## src/sar_ctrl_pkg.sv

```systemverilog
// package: constants and carrier types for the converter control block
package sar_ctrl_pkg;
    // result width and clock rate
    localparam int RESULT_W = 16;
    localparam int CLK_MHZ = 40;
    // longest conversion time in ns, rounded down to cycles
    localparam int CONV_MAX_NS = 527;
    localparam int CONV_CYCLES = (CONV_MAX_NS * CLK_MHZ) / 1000;
    // settle time after power-on reset in ns (host obeys it)
    localparam int POR_SETTLE_NS = 20000;
    localparam int POR_SETTLE_CYCLES = (POR_SETTLE_NS * CLK_MHZ) / 1000;
    // reset values
    localparam logic [15:0] RESULT_RST = 16'h0000;
    localparam logic [4:0] CNT_RST = 5'h00;

    // synchronised pin levels
    typedef struct packed {
        logic convert_start;
        logic shift_clk;
        logic readout_enable_or_upstream;
        logic chain_sel;
    } pin_sync_t;

    // serial output pin as two signals: level and drive enable
    typedef struct packed {
        logic data;
        logic oe;
    } serial_pin_t;
endpackage : sar_ctrl_pkg

```

## src/sar_result_reg.sv

```systemverilog
// result store: holds the last converted word, read data registered
`timescale 1ns/10ps
module sar_result_reg #(
    parameter int WIDTH = 16
) (
    // clock and reset
    input wire logic ref_clk_in,
    input wire logic resetn_in,
    input wire logic clk_en_in,
    // write side
    input wire logic wr_in,
    input wire logic [WIDTH-1:0] wr_data_in,
    // read side
    output logic [WIDTH-1:0] rd_data_out
);
    logic [WIDTH-1:0] mem_r; // stored result
    logic [WIDTH-1:0] mem_nxt;

    // next value: replaced only at a conversion end
    always_comb begin
        mem_nxt = mem_r;
        if (wr_in) begin
            mem_nxt = wr_data_in;
        end
    end

    // register
    always_ff @(posedge ref_clk_in or negedge resetn_in) begin
        if (!resetn_in) begin
            mem_r <= WIDTH'(sar_ctrl_pkg::RESULT_RST);
        end else if (clk_en_in) begin
            mem_r <= mem_nxt;
        end
    end

    assign rd_data_out = mem_r;
endmodule : sar_result_reg

```

## src/sar_adc_ctrl.sv

```systemverilog
// converter control: conversion sequencing, busy, serial readout, chain
//
// Function
// - rising start edge begins conversion, powers core
// - start edges ignored while converting
// - busy high throughout conversion, low after
// - auto power-down and acquire after conversion
// - conversion completes within 527 ns
// - reset at power-up and supply drop
// - last result readable while powered down
// - shift only with clock and enabled output
// - output changes on rising shift-clock edge
// - msb valid until first rising edge
// - chain select low gives normal mode
// - normal mode: enable high floats output
// - msb appears at busy falling edge
// - enable low presents msb at once
// - chain select high: always driven, upstream input
// - shift out msb first on rising edges
// - result is straight binary
`timescale 1ns/10ps
module sar_adc_ctrl #(
    parameter int WIDTH = 16,
    parameter int CONV_CYCLES = sar_ctrl_pkg::CONV_CYCLES
) (
    // clock, reset, enable
    input wire logic ref_clk_in,
    input wire logic resetn_in,
    input wire logic clk_en_in,
    // host pins
    input wire logic convert_start_in,
    input wire logic shift_clk_in,
    input wire logic readout_enable_or_upstream_in,
    input wire logic chain_sel_in,
    // converter core
    input wire logic [WIDTH-1:0] sar_code_in,
    output logic core_power_out,
    output logic sample_hold_out,
    // status and serial output
    output logic busy_out,
    output logic serial_data_out,
    output logic serial_data_oe_out
);
    ////////////////////////////////////////////////////////////////////
    // input synchronisers: two flops on every pin
    sar_ctrl_pkg::pin_sync_t meta_r; // first stage, read only by sync_r
    sar_ctrl_pkg::pin_sync_t sync_r; // second stage
    sar_ctrl_pkg::pin_sync_t prev_r; // for edge finding
    sar_ctrl_pkg::pin_sync_t pins_now;

    always_comb begin
        pins_now.convert_start = convert_start_in;
        pins_now.shift_clk = shift_clk_in;
        pins_now.readout_enable_or_upstream = readout_enable_or_upstream_in;
        pins_now.chain_sel = chain_sel_in;
    end

    // sync register chain
    always_ff @(posedge ref_clk_in or negedge resetn_in) begin
        if (!resetn_in) begin
            meta_r <= '0;
            sync_r <= '0;
            prev_r <= '0;
        end else if (clk_en_in) begin
            meta_r <= pins_now;
            sync_r <= meta_r;
            prev_r <= sync_r;
        end
    end

    logic start_rise; // start edge seen
    logic sck_rise; // shift clock rising edge seen
    logic chain_mode; // high selects daisy chain
    assign start_rise = sync_r.convert_start & ~prev_r.convert_start;
    assign sck_rise = sync_r.shift_clk & ~prev_r.shift_clk;
    assign chain_mode = sync_r.chain_sel;

    ////////////////////////////////////////////////////////////////////
    // conversion sequencer
    typedef enum logic [0:0] {ST_ACQUIRE, ST_CONVERT} conv_state_t;
    conv_state_t state_r, state_nxt;
    logic [15:0] conv_cnt_r, conv_cnt_nxt; // cycles left in conversion
    logic conv_done; // one-cycle end of conversion
    logic [WIDTH-1:0] stored_result; // last result from store

    // next state
    always_comb begin
        state_nxt = state_r;
        conv_cnt_nxt = conv_cnt_r;
        conv_done = 1'b0;
        unique case (state_r)
            ST_ACQUIRE: begin
                if (start_rise) begin
                    state_nxt = ST_CONVERT;
                    conv_cnt_nxt = 16'(CONV_CYCLES - 1);
                end
            end
            ST_CONVERT: begin
                // start edges ignored here
                if (conv_cnt_r == 16'h0000) begin
                    state_nxt = ST_ACQUIRE;
                    conv_done = 1'b1;
                end else begin
                    conv_cnt_nxt = conv_cnt_r - 16'h0001;
                end
            end
        endcase
    end

    // register; reset covers power-up and supply drop
    always_ff @(posedge ref_clk_in or negedge resetn_in) begin
        if (!resetn_in) begin
            state_r <= ST_ACQUIRE;
            conv_cnt_r <= 16'(sar_ctrl_pkg::CNT_RST);
        end else if (clk_en_in) begin
            state_r <= state_nxt;
            conv_cnt_r <= conv_cnt_nxt;
        end
    end

    // result store: straight binary code kept as delivered
    sar_result_reg #(.WIDTH(WIDTH)) u_store (
        .ref_clk_in(ref_clk_in),
        .resetn_in(resetn_in),
        .clk_en_in(clk_en_in),
        .wr_in(conv_done),
        .wr_data_in(sar_code_in),
        .rd_data_out(stored_result)
    );

    ////////////////////////////////////////////////////////////////////
    // serial shifter
    logic [WIDTH-1:0] shift_r, shift_nxt; // outgoing bits, msb at top
    logic load_pend_r, load_pend_nxt; // store just written, shifter must match it
    logic busy_r, busy_nxt;
    logic power_r, power_nxt;
    sar_ctrl_pkg::serial_pin_t pin_r, pin_nxt;

    // next values for shifter and outputs
    always_comb begin
        shift_nxt = shift_r;
        load_pend_nxt = conv_done;
        busy_nxt = (state_nxt == ST_CONVERT);
        power_nxt = (state_nxt == ST_CONVERT);
        if (conv_done) begin
            // taken straight from the core so the msb stands as busy falls
            shift_nxt = sar_code_in;
        end else if (sck_rise && (chain_mode || !sync_r.readout_enable_or_upstream)) begin
            // shift only when clocked and enabled works in power-down
            shift_nxt = {shift_r[WIDTH-2:0],
                         chain_mode & sync_r.readout_enable_or_upstream};
        end
        pin_nxt.data = shift_nxt[WIDTH-1];
        pin_nxt.oe = chain_mode | ~sync_r.readout_enable_or_upstream;
    end

    // register
    always_ff @(posedge ref_clk_in or negedge resetn_in) begin
        if (!resetn_in) begin
            shift_r <= WIDTH'(sar_ctrl_pkg::RESULT_RST);
            load_pend_r <= 1'b0;
            busy_r <= 1'b0;
            power_r <= 1'b0;
            pin_r <= '0;
        end else if (clk_en_in) begin
            shift_r <= shift_nxt;
            load_pend_r <= load_pend_nxt;
            busy_r <= busy_nxt;
            power_r <= power_nxt;
            pin_r <= pin_nxt;
        end
    end

    // busy drops together with msb being presented
    assign busy_out = busy_r;
    assign core_power_out = power_r;
    assign sample_hold_out = power_r;
    assign serial_data_out = pin_r.data;
    assign serial_data_oe_out = pin_r.oe;

    ////////////////////////////////////////////////////////////////////
    // checks
    a_busy_len: assert property (@(posedge ref_clk_in) disable iff (!resetn_in)
        ($rose(busy_r) && clk_en_in) |-> busy_r [*2])
        else $error("busy too short");
    a_start_conv: assert property (@(posedge ref_clk_in) disable iff (!resetn_in)
        (clk_en_in && start_rise && state_r == ST_ACQUIRE) |=> busy_r)
        else $error("start edge missed");
    // bound is the conversion length; holds only while the enable stays high
    a_conv_ends: assert property (@(posedge ref_clk_in) disable iff (!resetn_in)
        $rose(busy_r) |-> ##[1:CONV_CYCLES] !busy_r)
        else $error("conversion too long");
    a_no_restart: assert property (@(posedge ref_clk_in) disable iff (!resetn_in)
        (clk_en_in && state_r == ST_CONVERT && conv_cnt_r != 16'h0000)
        |=> state_r == ST_CONVERT)
        else $error("conversion restarted");
    // shifter and store took the same word at the conversion end
    a_load_msb: assert property (@(posedge ref_clk_in) disable iff (!resetn_in)
        load_pend_r |-> shift_r == stored_result)
        else $error("shifter and store differ");
    a_msb_at_fall: assert property (@(posedge ref_clk_in) disable iff (!resetn_in)
        $fell(busy_r) |-> serial_data_out == stored_result[WIDTH-1])
        else $error("msb late at busy fall");
    a_oe_mode: assert property (@(posedge ref_clk_in) disable iff (!resetn_in)
        (clk_en_in && !chain_mode)
        |=> serial_data_oe_out == !$past(sync_r.readout_enable_or_upstream))
        else $error("output enable wrong");
    a_oe_chain: assert property (@(posedge ref_clk_in) disable iff (!resetn_in)
        (clk_en_in && chain_mode) |=> serial_data_oe_out)
        else $error("chain output not driven");
    a_hold_msb: assert property (@(posedge ref_clk_in) disable iff (!resetn_in)
        (clk_en_in && !sck_rise && !conv_done) |=> $stable(shift_r))
        else $error("shift without edge");
    a_chain_in: assert property (@(posedge ref_clk_in) disable iff (!resetn_in)
        (clk_en_in && sck_rise && chain_mode && !conv_done)
        |=> shift_r[0] == $past(sync_r.readout_enable_or_upstream))
        else $error("chain bit lost");
    a_power_down: assert property (@(posedge ref_clk_in) disable iff (!resetn_in)
        $fell(busy_r) |-> !core_power_out)
        else $error("no power down");
endmodule : sar_adc_ctrl

```

## config.mk

```make
export PLATFORM = sky130hd
export DESIGN_NAME = sar_adc_ctrl
export DESIGN_NICKNAME = d
export VERILOG_FILES = /design/src/sar_ctrl_pkg.sv /design/src/sar_result_reg.sv /design/src/sar_adc_ctrl.sv
export SDC_FILE = /design/constraint.sdc
export NUM_CORES = 1
export LEC_CHECK = 0
export CORE_MARGIN = 2
export CORE_UTILIZATION = 45
export DETAILED_ROUTE_END_ITERATION = 16
export DONT_BUFFER_PORTS = 1
export GPL_TIMING_DRIVEN = 0
export PLACE_DENSITY = 0.67
export REMOVE_ABC_BUFFERS = 1
export SYNTH_ARGS = -nofsm -noshare
export SYNTH_HDL_FRONTEND = slang
export SYNTH_SLANG_ARGS = --single-unit
```

## constraint.sdc

```tcl
create_clock -name ref_clk_in -period 2.08 [get_ports ref_clk_in]
set_clock_uncertainty 0.15 [all_clocks]
set_input_delay 0.416 -clock ref_clk_in [delete_from_list [all_inputs] [get_ports ref_clk_in]]
set_output_delay 0.416 -clock ref_clk_in [all_outputs]
set_load 0.03 [all_outputs]
```

# Word level (Yosys, flattened, before mapping)
# Cells that the tools add are included.
[word_totals]
latch_bits = 0
wordCells = 43
mem_count = 0
output_inout_bits = 5
regBits = 44
in_bits = 23
rom_bits = 0
ramBits = 0
[op_classes]
n_bitwise = 8
addsub = 1
shift = 0
n_reduce_logical = 7
div = 0
n_mux = 10
n_eq_ne = 2
magnitude_cmp = 0
mul = 0
[op_table]
columns = ["operator", "count"]
rows = [
  ["2-to-1 mux 16 bit", 4],
  ["case mux 16 bit (2 select lines)", 1],
  ["zero test 16 bit", 1],
  ["subtractor 16 x 1 -> 16 bit, second input constant", 1],
  ["2-to-1 mux 1 bit", 4],
  ["!= test 2 bit, second input constant", 2],
  ["inverter 1 bit", 4],
  ["AND 1 bit", 3],
  ["AND reduction 3 bit", 1],
  ["case mux 1 bit (2 select lines)", 1],
  ["AND reduction 2 bit", 1],
  ["nonzero test 2 bit", 1],
  ["logical AND 1 bit", 1],
  ["zero test 1 bit", 1],
  ["logical OR 1 bit", 1],
  ["OR 1 bit", 1],
]

# Depth between registers and ports, before layout
# Gate-level depths: netlist of run 1.
[depth]
word_depth = 5
mapped_depth = 7
mapped_depth_nobuf = 6

# Worst setup path after synthesis of run 1
# Ideal clock, no wire load.
[synth_path]
path_kind = "reg-to-reg"
start = "register conv_cnt_r[0]"
end = "register conv_cnt_r[13]"
setup_time_ns = 0.120
required_time_ns = 1.810
arrival_ns = 1.866
stages_incl_launch_ff = 8
slack_ns = -0.057
synth_period_minus_slack_ns = 2.137
path_buffers = 1
path_cell_list = "dfrtp_1 -> inv_1 -> ha_1 -> nor3b_2 -> and4b_2 -> buf_4 -> a21oi_2 -> a41o_1"
[synth_between]
elab_chain_cells = 3
word_cells_on_any_way = 6
classes_between = "add/sub (1); eq/ne (1); mux (2); reduce/logical (2)"
[synth_rtl]
columns = ["item", "line", "rtl"]
rows = [
  ["start, declared", "sar_adc_ctrl.sv:82", "logic [15:0] conv_cnt_r, conv_cnt_nxt;"],
  ["start signal, assigned", "sar_adc_ctrl.sv:114", "conv_cnt_r <= 16'(sar_ctrl_pkg::CNT_RST);"],
  ["start signal, assigned", "sar_adc_ctrl.sv:117", "conv_cnt_r <= conv_cnt_nxt;"],
  ["subtractor 16 x 1 -> 16 bit / zero test 16 bit (equally long branches)", "sar_adc_ctrl.sv:104, sar_adc_ctrl.sv:100", ""],
  ["2-to-1 mux 16 bit / != test 2 bit (equally long branches)", "--", ""],
  ["case mux 16 bit (2 select lines) / AND reduction 3 bit (equally long branches)", "--", ""],
]
# Several ways; a longest one is shown, not always the timed one. The select of a mux whose other input is x is not followed.
# A chain may end at the register's enable or synchronous reset.

# Worst setup path in the final report of run 1
[layout_path]
start = "register conv_cnt_r[10]"
end = "register conv_cnt_r[8]"
[layout_between]
elab_chain_cells = 3
[layout_rtl]
columns = ["item", "line", "rtl"]
rows = [
  ["zero test 16 bit", "sar_adc_ctrl.sv:100", "if (conv_cnt_r == 16'h0000) begin"],
  ["!= test 2 bit (no line)", "--", ""],
  ["AND reduction 3 bit (no line)", "--", ""],
]
# No other way between the ends.

==> out/results.txt, run 1 <==
Inserted Diodes -> 0
NumNets Final -> 246
Max-cap violations -> 0
Reg clk slew, reported paths -> 90 ps
Initial antenna violation count -> 0
Average cell area after synthesis -> 11.37 sq um
Endpoint type of the worst setup path -> flop
Pwr dens -> 1217 nW/um^2
DR iter-0 viols -> 189
# DRC -> 0
Antenna viol nets, final -> 0
Pre-CTS setup slack -> -717.1 ps
Yosys cell types -> 55
Placed cells -> 261
Seq/Total Area, Yosys -> 47.01%
Area share of the largest cell type after synthesis -> 47.01%
Inserted Clock Buffers -> 5
HP Start -> clk_en_in
Max Buffers Root-to-Sink -> 2
Tcrit/Tclk final -> 101.7%
Dominant cells by area after synthesis -> dfrtp_1, o221a_1, a211o_1, mux2_2, nand2_1
CTS sink cnt -> 44
CP startpoint kind -> flop
CP Max Fanout -> 7
CP startpoint -> conv_cnt_r[10]
Via-to-Cell Ratio -> 6.256
Placed cell area -> 2366 sq um
Num rows -> 26
Leak -> 1.036 nW
Vias -> 1833
Worst setup margin -> -35.51 ps
Top FF cell, synth -> dfrtp_1
Tmin final -> 2116 ps
Hold violation count in the final report -> 0
Worst min-delay path category -> in -> reg
Post-synth EDFFs -> 0
Core Area -> 5075 sq um
Worst EP arrival -> 2150 ps
Die area -> 5798 sq um
Synth Area in Simple Gates -> 15.01%
WL met1 -> 2.621 mm
Die width -> 76.15 um
Drt wl/cell -> 19.98 um
I/O Buffers -> 0
Fin. max-slew vios -> 0
Unrepaired setup endpoints after global routing -> yes
Met3 Wirelength -> 277 um
# setup viols final -> 11
Share of cells above drive strength 1 -> 32.74%
Synthesized instance count -> 206
Max_slew headroom -> 51.63%
RR Startpoint -> conv_cnt_r[10]
Area growth syn-to-layout -> 22.17%
Clk root buf -> clkbuf_8
All-layer global routing usage -> 20.60%
Crit path required time -> 2120 ps
Vias in the first global route -> 1779
Cell Count, Final, Fillers Out -> 293
Clk_lat worst skew -> 310 ps
Num ports -> 28
Combinational family with the most area after synthesis -> compound AO/OA/AOI/OAI gates
CTS H-tree lvls -> 2
Pre-Repair DR Iteration Count -> 4
Routability congestion estimate -> 0.7594
Setup_tns -> -185.7 ps
Status -> finished with violations
Mux cell area share after synthesis -> 5.662%
Number of synthesized register bits -> 44
Post-synthesis async set-or-reset flop share -> 100.0%
Uppermost layer routed -> met4
Die Ht -> 76.15 um
Cell area after layout -> 2861 sq um
Total wire length -> 5.855 mm
Least-Margin Pin Slew -> 720.2 ps
Worst VDD drop -> 0.6311 mV
Largest net degree at the start of global routing -> 45
Total gr overflow -> 0
Synth area leader -> dfrtp_1
Tot Pwr -> 3.482 mW
Final HPWL DP -> 2.997 mm
Failing checks -> setup timing
XOR/XNOR share of the synthesized area -> 0%
Met2 WL -> 2.859 mm
CP Class -> reg -> reg
Initial Util -> 46.15%
Post-synth design cell area -> 2342 sq um
CTS tree -> yes
Global-route wire length before repair -> 9.556 mm
Max Freq -> 472.7 MHz
Post-Synth Adder-Cell Area -> 0.5342%
YS warnings -> 0
Synth Area in Compound Gates -> 26.92%
## through the flow
step                hold WS (ps)  utilization (%)
floorplan                 -29.59                -
finish                     35.07            56.39
global placement          -28.04            46.08
CTS                        31.49            54.64
detailed placement        -28.00            46.62
global route               25.05            56.39
## flip-flops by register name, indices dropped and copies added (netlist names)
register            count
chain_mode              1
conv_cnt_r             16
core_power_out          1
meta_r                  4
prev_r                  2
serial_data_oe_out      1
serial_data_out         1
shift_r                15
sync_r                  3
## area by class of cell
| type | instances | area [sq um] |
|---|---|---|
| inverter | 6 | 22.52 |
| tap | 70 | 87.58 |
| fill | 446 | 2213 |
| multi-input combinational | 143 | 1290 |
| clock inverter | 2 | 38.79 |
| timing repair buffer | 22 | 231.5 |
| clock buffer | 6 | 82.58 |
| sequential | 44 | 1109 |
## metal layers
metal | global-route usage, % | vias to the layer above
met5 | 0 | -
met4 | 8.182 | 0
met3 | 4.739 | 8
met2 | 29.91 | 56
met1 | 29.95 | 920
li1 | - | 849
## cell usage after synthesis, types with 2 or more instances
cell and number:
nand3b_1 2, a21oi_1 4, mux2i_1 2, inv_1 6, o22a_1 2, mux2_2 10
or3_1 3, o41ai_1 4, clkbuf_1 7, nand2b_1 2, buf_1 2, nand2_1 14
nand4_1 2, nor2b_1 4, nor3_1 3, buf_4 4, nand3_1 3, a2bb2oi_1 2
o221a_1 17, dfrtp_1 44, o31ai_1 2, a221oi_1 2, nor4_1 4, buf_6 2
o22ai_1 2, nor2_1 7, o21ai_1 4, or4_1 2, o21ai_0 3, o211ai_1 2
a211o_1 15
## placed cells by master, fill, tap and decap left out, types with 3 or more instances in the layout
cell type,n
o21ai_1,3
buf_4,15
o221a_1,17
a211o_1,15
o41ai_1,3
inv_1,4
a21oi_1,4
nor4_4,4
o21ai_0,3
nor2b_1,3
nor2_1,7
clkbuf_8,6
dfrtp_1,40
or4_4,3
buf_6,3
mux2_2,10
or3_1,3
nand2_1,13
dfrtp_2,3
## cell families (layout without fill, tap and decap cells)
kind of cell | count (synthesis) | in the layout
flip-flops | 44 | 44
buffers and inverters | 22 | 36
AND/OR/NAND/NOR | 55 | 58
multiplexers | 12 | 12
adder cells (fa/ha/maj) | 1 | 1
AO/OA/AOI/OAI | 72 | 72
## critical path: stages (launching register included)
cell     delay [ps]
dfrtp_1         390
or4_4           550
and4b_4         470
buf_6           140
nor4_4           30
a221o_1         270
## what timing repair did
item	in CTS	in global routing
pin swaps	9	7
hold endpoints to repair	44	0
hold buffers	2	0
resized for setup	19	14
gates cloned	3	0
buffers inserted	16	3
endpoints found under the setup margin	33	28
## path summary, 6_finish.rpt
kind,end,slack [ps],depth (start not counted)
max,conv_cnt_r[8],-40,5
min,serial_data_oe_out,40,1
max reg2reg,conv_cnt_r[8],-40,5
min reg2reg,sync_r[3],360,1
max in group asynchronous,core_power_out,1070,2
min in group asynchronous,conv_cnt_r[3],470,2
## power breakdown
group | total, mW | switching (mW) | internal, mW
clock network | 0.707 | 0.314 | 0.393
registers | 1.60 | 0.426 | 1.18
logic | 1.17 | 0.563 | 0.609
total | 3.48 | 1.30 | 2.18
No activity file was read; power rests on OpenSTA's default activity.
==> run 2: changes to the inputs <==
SKIP_LAST_GASP = 1   (was default)
==> run 2 against run 1 <==
Critical path depth unchanged. Clock power is 0.6% higher. Worst hold slack lost 1.6 ps. Wire length fell by 0.70%. Highest routed layer unchanged. Die area did not move. Fmax is essentially flat. Non-clock buffer count is 2 lower. The flow still finishes with violations (setup timing).
==> out/results.txt, run 2 (same netlist as run 1, synthesis figures left out) <==
Worst Path Buf+Inv -> 1 (unchanged)
Inserted Diodes -> 0 (unchanged)
Top reg by flops -> conv_cnt_r (unchanged)
Tot Pwr -> 3.470 mW (was 3.482 mW)
Total wire length -> 5.814 mm (was 5.855 mm)
CP top delay family -> simple AND/OR/NAND/NOR gates (unchanged)
CP Max Fanout -> 7 (unchanged)
Num rows -> 26 (unchanged)
All-layer global routing usage -> 20.55% (was 20.60%)
Worst VDD drop -> 0.6322 mV (was 0.6311 mV)
CTS H-tree lvls -> 2 (unchanged)
I/O Buffers -> 0 (unchanged)
Flop2flop setup slack -> -40 ps (about the same)
Initial Util -> 46.15% (unchanged)
Crit path required time -> 2120 ps (about the same)
Tmin final -> 2116 ps (about the same)
Commonest cells after routing, fill and taps aside -> dfrtp_1, o221a_1, a211o_1 (was dfrtp_1, o221a_1, a211o_1, buf_4, nand2_1)
Pwr dens -> 1214 nW/um^2 (was 1217 nW/um^2)
Worst-case reg-to-reg path depth -> 5 (unchanged)
Initial antenna violation count -> 0 (unchanged)
Unrepaired setup endpoints after global routing -> yes (unchanged)
CP Class -> reg -> reg (unchanged)
Fillcell total -> 446 (unchanged)
Via-to-Cell Ratio -> 6.397 (was 6.256)
Clk_lat worst skew -> 300 ps (was 310 ps)
Slowest cell on crit path -> or4_4 (unchanged)
Inserted Clock Buffers -> 5 (unchanged)
# setup viols final -> 12 (was 11)
Antenna viol nets, final -> 0 (unchanged)
CP startpoint kind -> flop (unchanged)
Total gr overflow -> 0 (unchanged)
Critical path, cell by cell -> or4_4, and4b_4, buf_6, nor4_4, a221o_1 (unchanged)
Max_slew headroom -> 53.50% (was 51.63%)
RR Startpoint -> conv_cnt_r[10] (unchanged)
CTS sink cnt -> 44 (unchanged)
Vias in the first global route -> 1787 (was 1779)
Worst R2R End -> conv_cnt_r[8] (unchanged)
Core Area -> 5075 sq um (unchanged)
Uppermost layer routed -> met4 (unchanged)
Worst min-delay path category -> in -> reg (unchanged)
Die width -> 76.15 um (unchanged)
Clk root buf -> clkbuf_8 (unchanged)
Endpoint type of the worst setup path -> flop (unchanged)
Max Buffers Root-to-Sink -> 2 (unchanged)
Worst Hold Endpoint -> serial_data_oe_out (unchanged)
Status -> finished with violations (unchanged)
Global-route wire length before repair -> 9.549 mm (was 9.556 mm)
Share of cells above drive strength 1 -> 31.98% (was 32.74%)
Tcrit/Tclk final -> 101.7% (about the same)
Largest net degree at the start of global routing -> 45 (unchanged)
# DRC -> 0 (unchanged)
Fin. max-slew vios -> 0 (unchanged)
Leak -> 1.033 nW (was 1.036 nW)
Placed cells -> 261 (unchanged)
Worst setup margin -> -35.88 ps (was -35.51 ps)
Area growth syn-to-layout -> 22.06% (was 22.17%)
WL met1 -> 2.640 mm (was 2.621 mm)
Hold WS -> 33.45 ps (was 35.07 ps)
NumNets Final -> 245 (was 246)
Max Freq -> 472.6 MHz (was 472.7 MHz)
Drt wl/cell -> 19.91 um (was 19.98 um)
Die Ht -> 76.15 um (unchanged)
Least-Margin Pin Slew -> 692.3 ps (was 720.2 ps)
Pre-Repair DR Iteration Count -> 4 (unchanged)
Reg clk slew, reported paths -> 90 ps (about the same)
Die area -> 5798 sq um (unchanged)
DR iter-0 viols -> 256 (was 189)
Failing checks -> setup timing (unchanged)
Vias -> 1868 (was 1833)
Pre-CTS setup slack -> -717.1 ps (unchanged)
HP Start -> clk_en_in (unchanged)
Routability congestion estimate -> 0.7594 (unchanged)
Cell Count, Final, Fillers Out -> 292 (was 293)
WHS Path Cells -> 1 (unchanged)
Met2 WL -> 2.768 mm (was 2.859 mm)
Largest regs -> conv_cnt_r: 16 flops, shift_r: 15 flops, meta_r: 4 flops (unchanged)
Num ports -> 28 (unchanged)
Max-cap violations -> 0 (unchanged)
Met3 Wirelength -> 268 um (was 277 um)
Hold violation count in the final report -> 0 (unchanged)
CTS tree -> yes (unchanged)
Final HPWL DP -> 2.997 mm (unchanged)
Commonest non-fill, non-tap cell in the layout -> dfrtp_1 (unchanged)
Worst EP arrival -> 2150 ps (about the same)
Slowest cell delay on critical path -> 550 ps (about the same)
Max FFs per register -> 16 (unchanged)
run 2: cell count changes in the layout (fill, tap and decap cells not counted), sizes merged:
cell / before / now
and4b: 2 / 3
buf: 21 / 19
run 2: cell type report:
class | count | area [sq um] | area share [%]
Clock buffer | 6 | 82.58 | 2.888
Clock inverter | 2 | 38.79 | 1.357
Inverter | 6 | 22.52 | 0.7877
Multi-Input combinational cell | 144 | 1303 | 45.56
Sequential cell | 44 | 1109 | 38.77
Tap cell | 70 | 87.58 | 3.063
Timing Repair Buffer | 20 | 216.5 | 7.571
run 2: what timing repair did:
action / CTS / global route
setup endpoints to repair: 33 / 28
hold buffers: 2 / 0
endpoints found under the hold margin: 44 / 0
buffers inserted: 16 / 1
gates resized for setup: 18 / 15
cloned: 3 / 1
pin swaps: 9 / 5
run 2: metal layers:
metal	GRT usage, %	vias up
met2	29.55	56
met4	8.364	0
met3	4.739	13
li1	-	856
met1	30.05	943
met5	0	-
run 2: power breakdown:
part	internal, mW	leakage (nW)	switching [mW]
registers	1.18	0.489	0.423
logic	0.601	0.482	0.559
clock network	0.393	0.0614	0.317
run 2: worst max path at each step:
stage | from | end | slack [ps] | cells after the start
floorplan | core_power_out | serial_data_out | -690 | 4
global placement | core_power_out | shift_r[3] | -1170 | 4
detailed placement | conv_cnt_r[4] | shift_r[14] | -720 | 4
CTS | conv_cnt_r[6] | shift_r[9] | -20 | 3
global route | conv_cnt_r[10] | conv_cnt_r[8] | -80 | 5
finish | conv_cnt_r[10] | conv_cnt_r[8] | -40 | 5
run 2: metrics by stage:
step / utilization (%) / TNS, ps / cell area, sq um
2_1_floorplan: - / -17040 / 2251
3_3_place_gp: 46.08 / -31030 / 2338
3_5_place_dp: 46.62 / -16810 / 2366
4_1_cts: 54.46 / -226.4 / 2764
5_1_grt: 56.34 / -1025 / 2859
6_report: 56.34 / -220.1 / 2859
==> run 3: changes to the inputs <==
BUFFER_PORTS_ARGS = -buffer_cell sky130_fd_sc_hd__buf_4   (was default)
DONT_BUFFER_PORTS = default   (was 1)
PLACE_DENSITY = 0.72   (was 0.67)
==> run 3 against run 2 <==
The flow still finishes with violations (setup timing). Via count grew 6.0%. Setup slack got worse by 25 ps. Combinational power is 4% higher.
==> out/results.txt, run 3 (same netlist as run 1, synthesis figures left out) <==
Fillcell total -> 443 (was 446)
Commonest cells after routing, fill and taps aside -> buf_4, dfrtp_1, o221a_1 (was dfrtp_1, o221a_1, a211o_1)
Least-Margin Pin Slew -> 1084 ps (was 692.3 ps)
Total gr overflow -> 0 (unchanged)
Tcrit/Tclk final -> 102.9% (was 101.7%)
CP top delay family -> simple AND/OR/NAND/NOR gates (unchanged)
Failing checks -> setup timing (unchanged)
Total wire length -> 5.770 mm (was 5.814 mm)
CTS H-tree lvls -> 2 (unchanged)
Tot Pwr -> 3.332 mW (was 3.470 mW)
CP Class -> reg -> reg (unchanged)
CP startpoint kind -> flop (unchanged)
Slowest cell on crit path -> or4_4 (unchanged)
Unrepaired setup endpoints after global routing -> yes (unchanged)
Max_slew headroom -> 27.15% (was 53.50%)
Worst setup margin -> -60.55 ps (was -35.88 ps)
Clk_lat worst skew -> 300 ps (about the same)
Top reg by flops -> conv_cnt_r (unchanged)
Slowest cell delay on critical path -> 560 ps (was 550 ps)
Cell Count, Final, Fillers Out -> 320 (was 292)
Global-route wire length before repair -> 9.832 mm (was 9.549 mm)
CTS tree -> yes (unchanged)
All-layer global routing usage -> 21.39% (was 20.55%)
Drt wl/cell -> 18.03 um (was 19.91 um)
Largest net degree at the start of global routing -> 45 (unchanged)
Crit path required time -> 2120 ps (about the same)
I/O Buffers -> 27 (was 0)
Inserted Clock Buffers -> 5 (unchanged)
Max-cap violations -> 0 (unchanged)
CP Max Fanout -> 6 (was 7)
Placed cell area -> 2541 sq um (was 2366 sq um)
Commonest non-fill, non-tap cell in the layout -> buf_4 (was dfrtp_1)
Initial Util -> 46.15% (unchanged)
Final Util -> 57.96% (was 56.34%)
Die Ht -> 76.15 um (unchanged)
Worst EP arrival -> 2180 ps (was 2150 ps)
Die width -> 76.15 um (unchanged)
Cell area after layout -> 2942 sq um (was 2859 sq um)
Reg clk slew, reported paths -> 80 ps (was 90 ps)
# setup viols final -> 13 (was 12)
Antenna viol nets, final -> 0 (unchanged)
# DRC -> 0 (unchanged)
Max FFs per register -> 16 (unchanged)
Die area -> 5798 sq um (unchanged)
Fin. max-slew vios -> 0 (unchanged)
Worst min-delay path category -> in -> reg (unchanged)
Leak -> 1.120 nW (was 1.033 nW)
Max Freq -> 467.2 MHz (was 472.6 MHz)
Core Area -> 5075 sq um (unchanged)
Num ports -> 28 (unchanged)
DR iter-0 viols -> 147 (was 256)
Routability congestion estimate -> 0.7888 (was 0.7594)
Tmin final -> 2141 ps (was 2116 ps)
Inserted Diodes -> 0 (unchanged)
Via-to-Cell Ratio -> 6.188 (was 6.397)
Initial antenna violation count -> 0 (unchanged)
Status -> finished with violations (unchanged)
Vias in the first global route -> 2031 (was 1787)
Area growth syn-to-layout -> 25.59% (was 22.06%)
Final HPWL DP -> 3.157 mm (was 2.997 mm)
Hold violation count in the final report -> 0 (unchanged)
NumNets Final -> 273 (was 245)
Largest regs -> conv_cnt_r: 16 flops, shift_r: 15 flops, meta_r: 4 flops (unchanged)
Pre-Repair DR Iteration Count -> 4 (unchanged)
Vias -> 1980 (was 1868)
Critical path, cell by cell -> or4_4, and4b_4, buf_4, a21oi_2, a41o_1 (was or4_4, and4b_4, buf_6, nor4_4, a221o_1)
Placed cells -> 287 (was 261)
Share of cells above drive strength 1 -> 37.60% (was 31.98%)
Pwr dens -> 1133 nW/um^2 (was 1214 nW/um^2)
Worst Path Buf+Inv -> 1 (unchanged)
Endpoint type of the worst setup path -> flop (unchanged)
Hold WS -> 197.3 ps (was 33.45 ps)
Num rows -> 26 (unchanged)
Max Buffers Root-to-Sink -> 2 (unchanged)
Clk root buf -> clkbuf_8 (unchanged)
Worst VDD drop -> 0.5262 mV (was 0.6322 mV)
CTS sink cnt -> 44 (unchanged)
-- run 3: cell types whose count changed in the layout (fill, tap and decap cells not counted), moves of 2 or more --
cell	previous run	this run
clkinvlp_4	0	2
buf_16	2	0
nor4_2	1	3
nor4_4	4	1
buf_4	13	44
-- run 3: report_power, final --
| group | internal, mW | switching (mW) | total (mW) |
|---|---|---|---|
| clock | 0.269 | 0.303 | 0.572 |
| sequential | 1.18 | 0.372 | 1.55 |
| combinational | 0.629 | 0.581 | 1.21 |
-- run 3: path summary, 6_finish.rpt --
kind                             startpoint        endpoint  slack (ps)  cells after the start
min in group asynchronous         resetn_in   conv_cnt_r[8]         490                      2
max in group asynchronous         resetn_in   conv_cnt_r[4]         860                      2
max                          conv_cnt_r[10]  conv_cnt_r[13]         -60                      5
max reg2reg                  conv_cnt_r[10]  conv_cnt_r[13]         -60                      5
min reg2reg                       meta_r[0]       meta_r[0]         360                      1
min                        convert_start_in       meta_r[3]         200                      2
-- run 3: worst register-to-register path: stages (launching register included) --
cell     delay, ps
dfrtp_1        390
or4_4          560
and4b_4        450
buf_4          150
a21oi_2         70
a41o_1         260
-- run 3: area by class of cell --
class | instances | area (sq um) | share of cell area, %
sequential | 44 | 1107 | 37.64
tap | 70 | 87.58 | 2.977
timing repair buffer | 49 | 394.1 | 13.40
clock buffer | 6 | 82.58 | 2.807
inverter | 6 | 22.52 | 0.7656
clock inverter | 2 | 15.01 | 0.5104
multi-input combinational | 143 | 1232 | 41.90
-- run 3: what timing repair did --
item	4_1_cts	5_1_grt
setup buffers	20	1
pin swaps	8	7
gates resized for setup	15	7
hold buffers	1	0
endpoints found under the hold margin	44	0
endpoints found under the setup margin	33	32
gates cloned	3	0
-- run 3: metrics by stage --
stage	setup TNS, ps	setup WS (ps)
final	-380.1	-60.55
after global routing	-1805	-111.5
after CTS	-449.8	-41.57
after detailed placement	-16840	-703.4
after global placement	-16760	-719.3
after floorplan	-17040	-686.8
-- run 3: per-layer routing --
layer	track usage [%]	part of all wire (%)	vias up
met3	5.332	4.9	17
met2	33.30	49	57
met4	12.00	3.4	0
met5	0	0	-
met1	27.36	43	998
li1	-	-	908
